File: config.mk
export PLATFORM = sky130hd
export DESIGN_NAME = lcd_frame_waveform_sleep
export DESIGN_NICKNAME = d
export VERILOG_FILES = /design/src/common/lcd_drive_pkg.sv /design/src/rtl/lcd_frame_waveform_sleep.sv /design/src/rtl/tick_divider.sv
export SDC_FILE = /design/constraint.sdc
export NUM_CORES = 1
export LEC_CHECK = 0
export BUFFER_PORTS_ARGS = -buffer_cell sky130_fd_sc_hd__buf_4
export CORE_MARGIN = 2
export CORE_UTILIZATION = 35
export CTS_CLUSTER_DIAMETER = 150
export DETAILED_ROUTE_END_ITERATION = 10
export HOLD_SLACK_MARGIN = 0.05
export PLACE_DENSITY = 0.61
export SLEW_MARGIN = 20
export SYNTH_ARGS = -nofsm -noshare
export SYNTH_HDL_FRONTEND = slang
export SYNTH_SLANG_ARGS = --single-unit
File: constraint.sdc
create_clock -name ref_clk_i -period 5.4 [get_ports ref_clk_i]
set_input_delay 0 -clock ref_clk_i [delete_from_list [all_inputs] [get_ports ref_clk_i]]
set_output_delay 0 -clock ref_clk_i [all_outputs]
set_load 0.05 [all_outputs]
File: src/common/lcd_drive_pkg.sv
// Shared constants for the segment display waveform and sleep block
package lcd_drive_pkg;

	// Display clock source selection codes
	localparam logic [1:0] SRC_SYS         = 2'h0;
	localparam logic [1:0] SRC_TIMER       = 2'h1;
	localparam logic [1:0] SRC_LF_A        = 2'h2;
	localparam logic [1:0] SRC_LF_B        = 2'h3;

	// Source division ratios
	localparam int         SYS_DIV         = 8192;
	localparam int         OSC_DIV         = 32;

	// Drive level codes, index into the bias ladder (V0 lowest)
	localparam logic [1:0] LVL_V0          = 2'h0;
	localparam logic [1:0] LVL_V1          = 2'h1;
	localparam logic [1:0] LVL_V2          = 2'h2;
	localparam logic [1:0] LVL_V3          = 2'h3;

	// Position of the bits inside the display control register image
	localparam int         ERR_FLAG_POS    = 5;
	localparam int         SLEEP_BIT_POS   = 6;

	// Multiplex setting meaning static drive
	localparam logic [1:0] MUX_STATIC      = 2'h0;

	// Reset values
	localparam logic [1:0] RST_COM_IDX     = 2'h0;
	localparam logic       RST_PHASE       = 1'b0;
	localparam logic       RST_ERR_FLAG    = 1'b0;

endpackage : lcd_drive_pkg

File: src/rtl/lcd_frame_waveform_sleep.sv
// Segment display common/segment waveform, frame event and sleep control
`timescale 1ns/1ps

// Summary of operation
// [RULE_01] Drive waveforms keep zero average DC across every pixel.
// [RULE_02] Commons mark time slices, segments carry pixel data, two rms levels.
// [RULE_03] Dark pixels see the higher rms level, clear pixels the lower.
// [RULE_04] Type A inverts phase inside each common slice, balanced per frame.
// [RULE_05] Type B inverts phase at each frame boundary, balanced per frame pair.
// [RULE_06] With system clock source the display sleeps whenever the core sleeps.
// [RULE_07] A frame starts at the leading edge of the first common slice.
// [RULE_08] Frame event fires right after last pixel fetch, one slice before boundary.
// [RULE_09] Write window runs from the event to the next fetch; software writes then.
// [RULE_10] Software keeps type B multiplexed data unchanged across a frame pair.
// [RULE_11] Type B frame event only at the end of a complete phase pair.
// [RULE_12] A pixel write while writing is blocked sets the write error bit.
// [RULE_13] No frame event for type A nor for static type B.
// [RULE_14] Sleep enable set: display sleeps with core; clear: keeps running.
// [RULE_15] Sleeping display stops at once, all lines at minimum voltage.
// [RULE_16] Software enters sleep just after a frame boundary.
// [RULE_17] Sleep enable clear: display keeps showing current pixel data.
// [RULE_18] Running in sleep only from timer or low-frequency oscillator.
// [RULE_19] Pixel data cannot change while the core sleeps.
// [RULE_20] Source: system clock /8192, timer osc /32 or low-freq osc /32.
// [RULE_21] Write error stays set until software clears it.
module lcd_frame_waveform_sleep #(
	parameter int NUM_COM = 4,
	parameter int NUM_SEG = 24
) (
	// Clock and reset
	input  wire logic                         ref_clk_i,
	input  wire logic                         rstn_i,
	// Oscillator pins (asynchronous)
	input  wire logic                         timer_oscillator_i,
	input  wire logic                         low_freq_internal_osc_i,
	// Control bits
	input  wire logic                         drive_enable_i,
	input  wire logic                         wave_type_b_i,
	input  wire logic [1:0]                   common_count_select_i,
	input  wire logic [1:0]                   clk_src_sel_i,
	input  wire logic                         display_sleep_enable_i,
	input  wire logic                         core_sleep_i,
	// Pixel write port
	input  wire logic                         pix_wr_i,
	input  wire logic [1:0]                   pix_wr_row_i,
	input  wire logic [NUM_SEG-1:0]           pix_wr_data_i,
	input  wire logic                         write_error_clr_i,
	// Status
	output logic                              frame_irq_o,
	output logic                              write_window_o,
	output logic                              write_error_flag_o,
	output logic                              display_asleep_o,
	output logic [7:0]                        display_control_reg_o,
	// Panel drive level codes
	output logic [NUM_COM-1:0][1:0]           common_line_o,
	output logic [NUM_SEG-1:0][1:0]           segment_line_o
);

	// Sequencer and row decode only serve four commons
	if (NUM_COM != 4)
	begin : g_bad_com
		$error("lcd_frame_waveform_sleep: NUM_COM must be 4");
	end
	if (NUM_SEG < 1)
	begin : g_bad_seg
		$error("lcd_frame_waveform_sleep: NUM_SEG must be positive");
	end

	////////////////////////////////////////////////////////////////////////
	// Reset release

	logic [1:0] rst_sync_q;
	logic       rst_n;

	always_ff @(posedge ref_clk_i or negedge rstn_i)
	begin
		if (!rstn_i)
			rst_sync_q <= 2'h0;
		else
			rst_sync_q <= {rst_sync_q[0], 1'b1};
	end

	assign rst_n = rst_sync_q[1];

	////////////////////////////////////////////////////////////////////////
	// State

	typedef struct packed {
		logic [1:0]                     tmr_sync;
		logic [1:0]                     lf_sync;
		logic                           tmr_prev;
		logic                           lf_prev;
		logic [1:0]                     com_idx;
		logic                           half;
		logic                           phase;
		logic                           win_open;
		logic                           irq;
		logic                           err;
		logic                           sleep_en;
		logic                           asleep;
		logic [NUM_COM-1:0][NUM_SEG-1:0] pix;
		logic [NUM_COM-1:0][1:0]         com_lvl;
		logic [NUM_SEG-1:0][1:0]         seg_lvl;
	} state_s;

	state_s q;
	state_s d;

	////////////////////////////////////////////////////////////////////////
	// Display clock sources

	logic tmr_edge;
	logic lf_edge;
	logic sys_tick;
	logic tmr_tick;
	logic lf_tick;
	logic src_sys;
	logic disp_tick;

	// Edges come from the second stage only
	assign tmr_edge = q.tmr_sync[1] & ~q.tmr_prev;
	assign lf_edge  = q.lf_sync[1] & ~q.lf_prev;
	assign src_sys  = (clk_src_sel_i == lcd_drive_pkg::SRC_SYS);

	// System oscillator halts with the core, so its divider halts too
	tick_divider #(.DIV(lcd_drive_pkg::SYS_DIV)) u_sys_div ( // RULE_20
		.clk_i   (ref_clk_i),
		.rst_n_i (rst_n),
		.en_i    (~core_sleep_i),
		.tick_o  (sys_tick)
	);

	tick_divider #(.DIV(lcd_drive_pkg::OSC_DIV)) u_tmr_div ( // RULE_20
		.clk_i   (ref_clk_i),
		.rst_n_i (rst_n),
		.en_i    (tmr_edge),
		.tick_o  (tmr_tick)
	);

	tick_divider #(.DIV(lcd_drive_pkg::OSC_DIV)) u_lf_div ( // RULE_20
		.clk_i   (ref_clk_i),
		.rst_n_i (rst_n),
		.en_i    (lf_edge),
		.tick_o  (lf_tick)
	);

	always_comb
	begin
		unique case (clk_src_sel_i)
			lcd_drive_pkg::SRC_SYS:   disp_tick = sys_tick;
			lcd_drive_pkg::SRC_TIMER: disp_tick = tmr_tick;
			lcd_drive_pkg::SRC_LF_A:  disp_tick = lf_tick;
			lcd_drive_pkg::SRC_LF_B:  disp_tick = lf_tick;
		endcase
	end

	////////////////////////////////////////////////////////////////////////
	// Sleep, write gating and timing decode

	logic       go_sleep;
	logic       running;
	logic       bmux;
	logic       wr_ok;
	logic       pol;
	logic [1:0] last_idx;
	logic [1:0] next_idx;

	// System source cannot run in sleep whatever the enable bit says
	assign go_sleep = core_sleep_i
		& (display_sleep_enable_i | src_sys); // RULE_06 RULE_14 RULE_18
	assign running  = drive_enable_i & ~go_sleep; // RULE_17
	assign bmux     = wave_type_b_i
		& (common_count_select_i != lcd_drive_pkg::MUX_STATIC);
	assign last_idx = common_count_select_i;
	assign next_idx = (q.com_idx == last_idx) ? 2'h0 : q.com_idx + 2'h1;

	// Type B multiplexed data may only change inside the window while the drive is enabled
	assign wr_ok = ~core_sleep_i
		& (~drive_enable_i | ~bmux | q.win_open); // RULE_09 RULE_19

	// Type A flips inside the slice, type B once per frame
	assign pol = wave_type_b_i ? q.phase : q.half; // RULE_04 RULE_05

	////////////////////////////////////////////////////////////////////////
	// Next state

	always_comb
	begin
		d          = q;
		d.irq      = 1'b0;
		d.tmr_sync = {q.tmr_sync[0], timer_oscillator_i};
		d.lf_sync  = {q.lf_sync[0], low_freq_internal_osc_i};
		d.tmr_prev = q.tmr_sync[1];
		d.lf_prev  = q.lf_sync[1];
		d.asleep   = go_sleep;
		d.sleep_en = display_sleep_enable_i; // RULE_14

		// Pixel writes
		if (pix_wr_i && wr_ok)
			d.pix[pix_wr_row_i] = pix_wr_data_i;
		if (write_error_clr_i)
			d.err = 1'b0;
		// A refused write in the clearing cycle still leaves the flag set
		if (pix_wr_i && !wr_ok)
			d.err = 1'b1; // RULE_12 RULE_21

		// Slice sequencer
		if (!running)
			d.win_open = 1'b0;
		else if (disp_tick)
		begin
			if (!wave_type_b_i)
			begin
				// Two halves per slice, opposite polarity
				d.half = ~q.half; // RULE_04
				if (q.half)
					d.com_idx = next_idx;
				d.win_open = 1'b0;
			end
			else
			begin
				d.half    = 1'b0;
				d.com_idx = next_idx;
				if (next_idx == 2'h0)
				begin
					d.phase    = ~q.phase; // RULE_05
					d.win_open = 1'b0; // RULE_09
				end
				// Last slice of the second frame: all data of the pair is fetched
				if (bmux && next_idx == last_idx && q.phase)
				begin
					d.irq      = 1'b1; // RULE_08 RULE_11 RULE_13
					d.win_open = 1'b1; // RULE_09
				end
			end
		end

		// Panel drive levels
		for (int c = 0; c < NUM_COM; c++)
		begin
			if (!running || c > int'(last_idx))
				d.com_lvl[c] = lcd_drive_pkg::LVL_V0; // RULE_15
			else if (last_idx == lcd_drive_pkg::MUX_STATIC)
				d.com_lvl[c] = pol ? lcd_drive_pkg::LVL_V0
					: lcd_drive_pkg::LVL_V3;
			else if (c == int'(q.com_idx))
				// Slice start of common 0 is the frame start
				d.com_lvl[c] = pol ? lcd_drive_pkg::LVL_V0
					: lcd_drive_pkg::LVL_V3; // RULE_02 RULE_07
			else
				d.com_lvl[c] = pol ? lcd_drive_pkg::LVL_V2
					: lcd_drive_pkg::LVL_V1;
		end
		for (int s = 0; s < NUM_SEG; s++)
		begin
			if (!running)
				d.seg_lvl[s] = lcd_drive_pkg::LVL_V0; // RULE_15
			else if (last_idx == lcd_drive_pkg::MUX_STATIC)
				// Dark sees full swing against the common, clear sees none
				d.seg_lvl[s] = (q.pix[0][s] ^ pol) ? lcd_drive_pkg::LVL_V0
					: lcd_drive_pkg::LVL_V3; // RULE_01 RULE_03
			else if (q.pix[q.com_idx][s])
				d.seg_lvl[s] = pol ? lcd_drive_pkg::LVL_V3
					: lcd_drive_pkg::LVL_V0; // RULE_01 RULE_03
			else
				d.seg_lvl[s] = pol ? lcd_drive_pkg::LVL_V1
					: lcd_drive_pkg::LVL_V2; // RULE_02
		end
	end

	always_ff @(posedge ref_clk_i or negedge rst_n)
	begin
		if (!rst_n)
		begin
			q         <= '0;
			q.com_idx <= lcd_drive_pkg::RST_COM_IDX;
			q.phase   <= lcd_drive_pkg::RST_PHASE;
			q.err     <= lcd_drive_pkg::RST_ERR_FLAG;
		end
		else
			q <= d;
	end

	////////////////////////////////////////////////////////////////////////
	// Outputs

	assign frame_irq_o        = q.irq;
	assign write_window_o     = q.win_open;
	assign write_error_flag_o = q.err;
	assign display_asleep_o   = q.asleep;
	assign common_line_o      = q.com_lvl;
	assign segment_line_o     = q.seg_lvl;

	always_comb
	begin
		display_control_reg_o = 8'h00;
		display_control_reg_o[lcd_drive_pkg::ERR_FLAG_POS]  = q.err; // RULE_12
		display_control_reg_o[lcd_drive_pkg::SLEEP_BIT_POS] =
			q.sleep_en; // RULE_14
	end
endmodule : lcd_frame_waveform_sleep

File: src/rtl/tick_divider.sv
// Enable-pulse divider: one output pulse for every DIV input pulses
`timescale 1ns/1ps
module tick_divider #(
	parameter int DIV = 32
) (
	// Clock and reset
	input  wire logic clk_i,
	input  wire logic rst_n_i,
	// Tick in and out
	input  wire logic en_i,
	output logic      tick_o
);

	localparam int CW = $clog2(DIV);

	// Refuse a ratio the counter cannot serve
	if (DIV < 2)
	begin : g_bad_div
		$error("tick_divider: DIV must be at least 2");
	end

	typedef struct packed {
		logic [CW-1:0] cnt;
		logic          tick;
	} div_s;

	div_s q;
	div_s d;

	always_comb
	begin
		d      = q;
		d.tick = 1'b0;
		if (en_i)
		begin
			if (q.cnt == CW'(DIV - 1))
			begin
				d.cnt  = '0;
				d.tick = 1'b1;
			end
			else
				d.cnt = q.cnt + CW'(1);
		end
	end

	always_ff @(posedge clk_i or negedge rst_n_i)
	begin
		if (!rst_n_i)
			q <= '0;
		else
			q <= d;
	end

	assign tick_o = q.tick;

endmodule : tick_divider

# --- Yosys cells after proc, flatten, opt, wreduce, memory -nomap -nowiden ---
# Cells that the tools add are included.
totals:
  inputBits: 40
  elab_cells: 277
  reg_bits: 195
classes:
  muxes: 140
  reduce_logical: 22
  bitwise_logic: 41
  order_cmp: 6
  n_eq_ne: 13
  n_addsub: 4
op_table:
  columns: ["cell", "count"]
  rows:
  - ["2-bit 2-to-1 mux", 117]
  - ["96-bit bitwise mux", 1]
  - ["24-bit binary-select mux with 2-bit select", 1]
  - ["24-bit demux with 2-bit select", 1]
  - ["24-bit 2-to-1 mux", 2]
  - ["1-bit bitwise XOR", 24]
  - ["13-bit by 1-bit adder with 13-bit output, second input constant", 1]
  - ["13-bit equality test, second input constant", 1]
  - ["1-bit 2-to-1 mux", 13]
  - ["13-bit 2-to-1 mux", 1]
  - ["5-bit by 1-bit adder with 5-bit output, second input constant", 2]
  - ["5-bit equality test, second input constant", 2]
  - ["5-bit 2-to-1 mux", 2]
  - ["2-bit logical NOT", 4]
  - ["1-bit NOT", 8]
  - ["1-bit AND", 6]
  - ["2-bit by 3-bit < comparator with 1-bit output, second input constant", 2]
  - ["2-bit nonzero test", 3]
  - ["1-bit logical AND", 5]
  - ["2-bit equality test", 2]
  - ["2-bit equality test, first input constant", 2]
  - ["2-bit equality test, second input constant", 2]
  - ["2-bit greater-than comparator, first input constant", 2]
  - ["4-bit by 2-bit inequality test with 1-bit output, second input constant", 1]
  - ["15 further kinds", 21]

# --- Logic depth before layout (Yosys ltp) ---
# Gate-level depths: netlist of the first run.
logic_depth:
  ltp_word: 9
  ltp_mapped: 9

# --- Hierarchy ---
# Synthesis of the first run repeated with hierarchy kept, for this count alone.
hier_totals:
  cells_unflattened: 692
  hier_area_um2: 9505.4
by_module_without_submodules:
  columns: ["module", "area_per_inst_um2", "cells_per_inst", "seq_area_each_um2", "instances"]
  rows:
  - ["lcd_frame_waveform_sleep", 8186.6, 580, 4229.1, 1]
  - ["tick_divider at u_sys_div", 733.2, 66, 350.3, 1]
  - ["tick_divider at u_lf_div ...", 292.8, 23, 150.1, 2]

# --- Worst setup path before layout of the first run ---
# OpenSTA, ideal clock, no wires.
synth_path:
  kind: "register to register"
  from: "register q[160] in the netlist's numbering"
  to: "register q[157] in the netlist's numbering"
  slack_ns: 3.260
  stages_incl_launch_ff: 8
  setup_time_ns: 0.123
  t_required_ns: 5.277
  synth_period_minus_slack_ns: 2.140
  arrival_ns: 2.017
  cell_sequence: "dfrtp_1 -> buf_4 -> clkbuf_1 -> inv_1 -> ha_1 -> a31o_1 -> or3b_1 -> xnor2_1"
synth_via:
  elab_chain_len: 4
  elab_cells_between_ends: 5
  classes_between: "add/sub: 1; eq/ne: 1; mux: 1; reduce/logical: 2"
synth_rtl:
  columns: ["element", "line", "source"]
  rows:
  - ["start: declaration", "lcd_frame_waveform_sleep.sv:106", "state_s q;"]
  - ["2-bit by 1-bit adder with 2-bit output / 2-bit equality test (equally long branches)", "lcd_frame_waveform_sleep.sv:175", "assign next_idx = (q.com_idx == last_idx) ? 2'h0 : q.com_idx + 2'h1;"]
  - ["2-bit 2-to-1 mux (*)", "lcd_frame_waveform_sleep.sv:175", null]
  - ["2-bit logical NOT (*)", "lcd_frame_waveform_sleep.sv:224", "if (next_idx == 2'h0)"]
  - ["4-bit AND reduction (no source line) (*)", null, null]
# Mark *: on every way between the ends. The rest lies on a longest branch, timed or not.
# A chain may end at the register's enable or synchronous reset.

# --- Final worst setup path of the first run ---
layout_path:
  from: "input port common_count_select_i[0]"
  to: "register q[109] in the netlist's numbering"
layout_via:
  elab_chain_len: 7
layout_rtl:
  columns: ["element", "line", "source"]
  rows:
  - ["start: declaration", "lcd_frame_waveform_sleep.sv:39", "input wire logic [1:0] common_count_select_i,"]
  - ["2-bit nonzero test", "lcd_frame_waveform_sleep.sv:173", "& (common_count_select_i != lcd_drive_pkg::MUX_STATIC);"]
  - ["1-bit AND", "lcd_frame_waveform_sleep.sv:173", null]
  - ["1-bit NOT", "lcd_frame_waveform_sleep.sv:179", "& (~drive_enable_i | ~bmux | q.win_open);"]
  - ["1-bit bitwise OR (2 in series)", "lcd_frame_waveform_sleep.sv:179", null]
  - ["1-bit AND", "lcd_frame_waveform_sleep.sv:179", null]
  - ["1-bit logical AND", "lcd_frame_waveform_sleep.sv:199", "if (pix_wr_i && wr_ok)"]
# No other way between the ends.

==> results.md, run 1 <==
* Status: complete, no violations
* Mean area per synthesized cell at 13.5 µm²
* Vias per cell at 4.70
* Slowest CP cell: nand4b_4
* Maximum vdd drop at approximately 200 µV
* Final nets at approximately 820
* Most Frequent Cell on Critical Path: buf_4
* Max Cap Viol at 0
* Antenna Nets Post-Route at 0
* Worst-Margin Slew at between 800 and 900 ps
* Mapped Area at about 9400 µm²
* Adder-cell share of the synthesized area at under 10%
* Max-slew violations at 0
* Number of flops mapped to enable cells by yosys at 0
* # IOs at ~110
* CTS tree: yes
* Comb power frac at roughly a fifth
* Global route total overflow at 0
* Die area at roughly 28000 µm²
* Initial drt markers at 307
* Fillcell total at between 2000 and 2500
* Kind of end point of the critical path: register
* CTS max path bufs at 2
* Achievable frequency at 0.399 GHz
* Max transition margin at 46.6%
* Clk slew on worst S/H paths at 70 ps
* Final core area utilization at approximately two fifths
* ANT cells at 0
* Largest family of logic cells by synthesized area: multiplexers
* Switching Fraction at 28.8%
* Die width at 168 µm
* Clock skew at between 10 and 15 ps
* Kind of critical path: input pin to register
* CTS H-tree lvls at 4
* CTS-repair resized insts at 0
* Via count at between 5000 and 6000
* Core area at around 27000 µm²
* Gr usage total at roughly 14%
* Hold Slack at about 62 ps
* Final setup viols at 0
* Proportion of synthesized area in mux cells at about a quarter
* Register bit total from synthesis at 195
* Net Switching at 1.16 mW
* Largest net degree at the start of global routing at 194
* Internal Power at 2.87 mW
* Clock power frac at about 32%
* Final std cells w/o fill at 1122
* Hold Crit Class: input pin to register
* Layout cells sized above 1 at between 30% and 40%
* Yosys warning count at 0
* Final wirelength at 19300 µm
* Ys async rst share at 100%
* Arrival time worst endpoint at between 2000 and 3000 ps
* Area grow syn2layout at 16.6%
* Antenna violations before repair at 0
* Register area share after synthesis at 51.8%
* WL/cell at around 17 µm
* First-pass GRT wire length at 31100 µm
* RePlAce Congestion at approximately 0.77
* Compound-gate portion of the synthesized area at under 10%
* Vias in the first global route at between 5000 and 6000
* Unrepaired setup endpoints after global routing: no
* Initial core utilization at roughly a third
* DRC at 0
* # placed instances at approximately 1100
* Min Tclk post-route at around 2500 ps
* CTS buffer count at 17
* Reg2Reg Setup Slack at between 2000 and 3000 ps
* PD cells at 367 nW/µm²
* Hold Fails Final Rpt at 0
* DR pass1 iterations at 4
* Post-DP HPWL at around 12000 µm
* Post-CTS setup buffers at 0
* CP startpoint kind: input pin
* Sequence of cells on the critical path: dlygate4sd3_1 -> buf_4 -> nor2_4 -> buf_4 -> nor3_4 -> nor2_8 -> nand4b_4 -> mux2_4
* Port bufs at just over 100
* Sequential share of power at 46.7%
* Critical Path Fanout Max at 29
* Slowest stage delay, CP at around 620 ps
* Clock Latency Late Sink at around 440 ps
* Number of cell rows at 60
* Cell count after synthesis at 699
* Sink Count at 195
* Pleak at a little over 5 nW
* Top FF cell, synth: dfrtp_1
* Post-synthesis simple-gate area fraction at approximately 7.4%
* Final cycle utilization of the critical path at between 40% and 50%
* Synth unique cells at 52
* Required time of the critical path at roughly 5700 ps
* Setup_tns at 0 ps
* Die height at roughly 170 µm
* Clk Tree Root Cell: clkbuf_16
* Total power at between 4 and 5 mW
* XOR/XNOR Fraction of Synth Area at 3.71%
critical path: cells and delay by family:
family                 cells  cell delay [ps]
buffers and inverters      3             1210
and+or+nand+nor            4             1040
muxes                      1              530
registers in the layout (all words and copies together), names as in the netlist:
register / count
common_line_o: 8
d: 4
display_asleep_o: 1
display_control_reg_o: 1
frame_irq_o: 1
q: 102
rst_sync_q: 2
segment_line_o: 48
u_lf_div.q: 5
u_lf_div.tick_o: 1
u_sys_div.q: 13
u_sys_div.tick_o: 1
u_tmr_div.q: 5
u_tmr_div.tick_o: 1
write_error_flag_o: 1
write_window_o: 1
metrics by stage:
step                cell area (µm²)  setup WS, ps
finish                        11000          2890
global route                  11000          2740
CTS                           11000          2880
detailed placement             9990          2890
global placement               9980          2920
floorplan                      9430          2190
kinds of logic after synthesis:
family,Yosys count
flip-flops,195
multiplexers,176
AO/OA/AOI/OAI,33
XOR/XNOR,39
AND/OR/NAND/NOR,137
buffers and inverters,108
adder cells (fa/ha/maj),9
other,2
cells in the final DEF (no fill, tap or decap), types with 21 or more instances in the layout:
cell / n
mux2_1: 21
nor2_1: 66
mux4_2: 24
mux2i_1: 50
dfrtp_1: 192
xor2_1: 29
dlygate4sd3_1: 37
nand2_1: 27
mux2_4: 60
buf_4: 105
Yosys cell counts (all sizes together), types with 2 or more instances:
cell type | count | area [µm²]
xnor2 | 10 | 95.1
ha | 9 | 113
nand3 | 10 | 62.6
mux2i | 51 | 510
mux4 | 24 | 541
dfrtp | 195 | 4880
mux2 | 101 | 1360
conb | 2 | 7.51
and3 | 5 | 31.3
nand2b | 4 | 27.5
a21oi | 8 | 40.0
nand4b | 3 | 56.3
nand2 | 28 | 105
o21ai | 14 | 70.1
inv | 9 | 33.8
clkbuf | 4 | 15.0
nor3 | 9 | 56.3
o31ai | 2 | 15.0
nor2 | 68 | 279
nand4 | 4 | 40.0
xor2 | 29 | 254
buf | 95 | 691
routing by layer:
metal / global-route usage (%) / routed length, µm / vias to the layer above
li1: - / - / 2474
met5: 0 / 0 / -
met3: 3.27 / 672 / 21
met1: 18.7 / 8860 / 2692
met4: 4.80 / 316 / 0
met2: 23.6 / 9440 / 89
path summary, 6_finish.rpt:
path                                     startpoint            endpoint  cells past startpoint
min in group asynchronous             rst_sync_q[1]  segment_line_o[43]                      1
hold reg to reg                              d[166]              d[162]                      0
max in group asynchronous             rst_sync_q[1]              q[133]                      2
setup reg to reg                             q[159]              q[157]                      6
hold / removal                     clk_src_sel_i[1]         frame_irq_o                      4
setup / recovery           common_count_select_i[0]              q[109]                      8
power by group through the flow:
stage	Clock [mW]	Sequential, mW	Combinational, mW
6_report	1.29	1.88	0.859
3_5_place_dp	0	1.90	0.844
5_1_grt	1.37	1.92	0.933
4_1_cts	1.32	1.88	0.868
2_1_floorplan	0	1.87	0.707
3_3_place_gp	0	1.90	0.827
what timing repair did:
action	in CTS	in global routing
endpoints found under the hold margin	116	0
setup endpoints to repair	0	0
hold buffers	37	0
layout make-up:
cell class                 count  area (µm²)  area share, %
sequential                   195        4890           44.5
multi-input combinational    401        3830           34.9
timing repair buffer         144        1210           11.0
clock buffer                  19         443           4.03
tap                          341         427           3.89
clock inverter                13         153           1.39
inverter                       9        33.8          0.308
(Power assumes the default switching activity.)
==> run 2, diff against run 1 <==
ABC_AREA = 1   (was default)
PLACE_DENSITY = 0.59   (was 0.61)
clock period = 2.5 ns   (was 5.4 ns; I/O delays follow)
==> results.md, run 2 <==
* Status: complete, no violations
* CTS buffer count at 17
* Die width at around 170 µm
* Clock skew at roughly 14 ps
* Antenna Nets Post-Route at 0
* Max-slew violations at 0
* Layout cells sized above 1 at between 10% and 20%
* Total power at around 8.6 mW
* Reg area at 4880 µm²
* Final nets at ~1200
* Register bit total from synthesis at around 200
* Arrival time worst endpoint at between 2000 and 3000 ps
* Vias per cell at about 4.7
* Gr usage total at between 10% and 20%
* Placed Area at around 10000 µm²
* Vias in the first global route at between 7000 and 8000
* CP startpoint kind: input pin
* Fillcell total at 2583
* DR pass1 iterations at 4
* Clk Tree Root Cell: clkbuf_16
* Worst-Margin Slew at 632 ps
* Slowest stage delay, CP at between 500 and 600 ps
* Synth top area share at between 50% and 60%
* Post-route design area at about 11000 µm²
* Final cycle utilization of the critical path at approximately nine tenths
* Most frequent cells in the layout: 195 x nand2_1, 193 x dfrtp_1, 163 x o21ai_0, 138 x inv_1, 124 x buf_4
* CTS H-tree lvls at 4
* Number of flip-flops in the largest register at 102
* Initial core utilization at roughly 36%
* Unrepaired setup endpoints after global routing: no
* DRC at 0
* Sink Count at approximately 200
* Ys async rst share at 100%
* Achievable frequency at between 0.4 and 0.5 GHz
* Post-DP HPWL at approximately 15000 µm
* Mean area per synthesized cell at between 8 and 9 µm²
* Kind of critical path: input pin to register
* Cell count after synthesis at approximately 1100
* # placed instances at approximately 1500
* Biggest register: q
* Area grow syn2layout at 18.2%
* Final core area utilization at approximately 42%
* Die height at roughly 170 µm
* Final wirelength at 22000 µm
* Max Cap Viol at 0
* Min Tclk post-route at 2280 ps
* Commonest cells in the netlist: 195 x dfrtp_1, 195 x nand2_1, 163 x o21ai_0, 138 x inv_1, 87 x nor2_1
* Kind of end point of the critical path: register
* Dominant cells by area after synthesis: dfrtp_1 53%, o21ai_0 8.8%, nand2_1 7.9%, inv_1 5.6%, buf_4 5.5%
* Clk slew on worst S/H paths at about 70 ps
* Hold Fails Final Rpt at 0
* CP Buf/Inv Count at 5
* First-pass GRT wire length at 36600 µm
* Hold Crit Class: input pin to register
* Number of flops mapped to enable cells by yosys at 0
* Sequence of cells on the critical path: dlygate4sd3_1 -> buf_4 -> nor2_1 -> dlygate4sd3_1 -> o21ai_1 -> nand2_1 -> buf_4 -> nor2_1 -> nand2_1 -> dlygate4sd3_1 -> nor2_1
* Final setup viols at 0
* Core area at between 20000 and 30000 µm²
* Final std cells w/o fill at 1530
* Critical Path Fanout Max at 7
* WL/cell at between 10 and 15 µm
* Maximum vdd drop at between 400 and 500 µV
* Register area share after synthesis at roughly 53%
* Synth unique cells at 34
* Die area at 27800 µm²
* Via count at slightly above 7000
* Mapped Area at slightly above 9000 µm²
* Yosys warning count at 0
* CTS tree: yes
* Top FF cell, synth: dfrtp_1
* Clock Latency Late Sink at about 440 ps
* Required time of the critical path at 2850 ps
* Initial drt markers at between 500 and 600
* PD cells at 789 nW/µm²
* Antenna violations before repair at 1
* Number of cell rows at 59
* RePlAce Congestion at roughly 0.78
* Multi-input gate area at 3130 µm²
* Largest area contributor in the netlist: dfrtp_1
* Slowest CP cell: dlygate4sd3_1
* Pleak at approximately 5.3 nW
* Port bufs at 101
* CTS max path bufs at 2
* Setup_tns at 0 ps
* Family with the most delay on the worst path: buffers and inverters
* Largest net degree at the start of global routing at 102
* # IOs at about 110
* Most common cell after layout, fill and taps aside: nand2_1
* Max transition margin at 57.9%
* Global route total overflow at 0
-- run 2: timing repair --
action	4_1_cts	5_1_grt
gates resized for setup	0	0
hold endpoints to repair	127	0
setup buffers	0	0
hold buffers	40	0
-- run 2: path summary, 6_finish.rpt --
check / cells after the start / startpoint / end / slack (ps)
worst min register to register: 0 / rst_sync_q[1] / q[131] / 350
worst min-delay path: 8 / clk_src_sel_i[1] / write_window_o / 70
min in group asynchronous: 0 / rst_sync_q[1] / q[131] / 350
worst max register to register: 8 / q[158] / segment_line_o[43] / 700
max in group asynchronous: 1 / rst_sync_q[1] / common_line_o[6] / 1470
worst max-delay path: 11 / clk_src_sel_i[0] / common_line_o[6] / 220
-- run 2: area by class of cell --
cell class / instances / share of cell area [%]
diodes: 1 / 0.0228
clock buffers: 19 / 4.13
clock inverters: 11 / 0.937
inverters: 142 / 4.87
multi-input cells: 658 / 28.6
flip-flops and latches: 195 / 44.6
well taps: 335 / 3.83
repair buffers: 169 / 13.1
-- run 2: through the flow --
stage,hold WS (ps),setup WS [ps]
2_1_floorplan,-296,506
3_3_place_gp,-217,712
3_5_place_dp,-216,732
4_1_cts,54.8,217
5_1_grt,114,49.5
6_report,68.4,224
-- run 2: per-layer routing --
layer	vias to the layer above	track usage, %	part of all wire [%]
met2	120	27.3	48
met4	0	4.95	1.6
met3	22	2.88	2.9
met1	3386	22.0	47
met5	-	0	0
li1	3612	-	-
-- run 2: power by group --
part / switching [mW] / internal [mW] / leakage (nW)
Clock: 1.21 / 1.42 / 0.273
Sequential: 0.305 / 3.73 / 2.43
Combinational: 1.27 / 0.703 / 2.62
Total: 2.78 / 5.86 / 5.32
-- run 2: worst min-delay path: cells and delay by family --
family,cells,cell delay (ps)
compound gates,2,130
buf+inv,2,140
simple gates,4,190
-- run 2: kinds of logic after synthesis --
family / share of synthesized area [%]
AOI/OAI and AO/OA: 16.1
xor gates and xnor gates: 0.756
buffers and inverters: 14.1
and+or+nand+nor: 15.1
adders and majority gates: 1.22
DFF: 52.7
other: 0.0810
==> run 3, diff against run 2 <==
CORE_UTILIZATION = 55   (was 35)
PLACE_DENSITY = 0.83   (was 0.59)
==> results.md, run 3 (synthesis gave the netlist of run 2 again) <==
* Max Cap Viol at 0
* Kind of end point of the critical path: register
* CTS buffer count at 17
* Clock Latency Late Sink at ~440 ps
* RePlAce Congestion at between 0.8 and 0.9
* Final setup viols at 0
* Fillcell total at 1277
* Clk Tree Root Cell: clkbuf_16
* Multi-input gate area at about 3100 µm²
* Gr usage total at 24.4%
* Status: complete, no violations
* DRC at 0
* Sink Count at approximately 200
* Biggest register: q
* Total power at 8.74 mW
* First-pass GRT wire length at approximately 35000 µm
* Post-CTS setup buffers at 0
* Final nets at 1222
* Most frequent cells in the layout: 194 x nand2_1, 193 x dfrtp_1, 163 x o21ai_0, 138 x inv_1, 115 x buf_4
* Antenna Nets Post-Route at 0
* Vias in the first global route at approximately 7000
* Via count at about 7500
* Clk slew on worst S/H paths at about 70 ps
* Die height at about 130 µm
* CTS tree: yes
* CP startpoint kind: input pin
* Min Tclk post-route at 2360 ps
* Initial core utilization at a little under three fifths
* Final wirelength at 21000 µm
* # IOs at 108
* Max transition margin at between 60 and 70%
* Worst-Margin Slew at 596 ps
* Vias per cell at roughly 5.4
* Most common cell after layout, fill and taps aside: nand2_1
* Core area at between 15000 and 20000 µm²
* ANT cells at 0
* Post-route design area at ~11000 µm²
* # placed instances at about 1300
* Number of cell rows at 47
* Max-slew violations at 0
* WL/cell at 14.9 µm
* Layout cells sized above 1 at between 10% and 20%
* Final cycle utilization of the critical path at 94.3%
* PD cells at about 800 nW/µm²
* Arrival time worst endpoint at between 2000 and 3000 ps
* Unrepaired setup endpoints after global routing: no
* Antenna violations before repair at 0
* Maximum vdd drop at about 570 µV
* Initial drt markers at 660
* Required time of the critical path at around 2800 ps
* Pleak at ~5.3 nW
* Critical Path Fanout Max at 26
* Setup_tns at 0 ps
* Number of flip-flops in the largest register at ~100
* Hold Crit Class: input pin to register
* Hold Fails Final Rpt at 0
* CTS H-tree lvls at 4
* Die width at roughly 130 µm
* Global route total overflow at 0
* Port bufs at just over 100
* Achievable frequency at 0.424 GHz
* DR pass1 iterations at 5
* Reg area at roughly 4900 µm²
* CTS max path bufs at 2
* Die area at between 15000 and 20000 µm²
* Kind of critical path: input pin to register
* Largest net degree at the start of global routing at around 100
* Placed Area at ~10000 µm²
* Area grow syn2layout at 16.0%
* Clock skew at around 7.8 ps
* Post-DP HPWL at around 13000 µm
* Final std cells w/o fill at 1406
## run 3: cell types whose count changed in the layout (fill, tap and decap cells not counted), moves of 2 or more
cell,change
clkinv_2,-2
clkinv_4,+3
clkbuf_8,-2
buf_4,-9
## run 3: timing repair
action | in CTS | in global routing
hold buffers | 40 | 0
endpoints found under the hold margin | 122 | 0
endpoints found under the setup margin | 0 | 2
gates resized for setup | 0 | 1
## run 3: layer usage
metal  vias to the layer above  GRT usage [%]  wire length, µm
met5                         -              0                0
met4                         0           10.9              639
met3                        55           4.27             1100
met2                       267           39.9            10300
met1                      3615           32.2             8920
li1                       3587              -                -
## run 3: final cells by class
class                           count  share of cell area (%)
Clock buffer                       18                    3.99
Timing Repair Buffer              159                    12.5
Clock inverter                     14                    1.45
Inverter                          142                    4.96
Sequential cell                   195                    45.4
Tap cell                          220                    2.56
Multi-Input combinational cell    658                    29.1
## run 3: worst max-delay path, cell delays in order
cell and delay (ps):
dlygate4sd3_1 530, buf_4 110, nor2_1 30, dlygate4sd3_1 570, o21ai_1 270, nand2_2 190, inv_1 90, buf_4 290
nand2_1 130, nor2_1 290, o21ai_0 150
## run 3: per-stage QoR
stage	utilization (%)	setup WS, ps	hold slack, ps
final	65.1	142	98.1
after global routing	65.1	25.8	103
after CTS	65.1	147	83.0
after detailed placement	59.1	646	-216
after global placement	59.1	689	-217
after floorplan	-	506	-296
## run 3: final timing paths
path	from	endpoint	slack (ps)	cells past startpoint
setup reg to reg	q[158]	common_line_o[5]	600	7
min in group asynchronous	rst_sync_q[1]	q[57]	300	0
max in group asynchronous	rst_sync_q[1]	q[144]	1500	1
hold / removal	pix_wr_row_i[0]	q[117]	100	5
setup / recovery	clk_src_sel_i[0]	q[159]	140	11
hold reg to reg	rst_sync_q[1]	q[57]	300	0
## run 3: report_power, final
group	internal [mW]	total [mW]	switching, mW
registers	3.73	4.06	0.327
logic	0.690	1.97	1.28
clock network	1.49	2.71	1.22
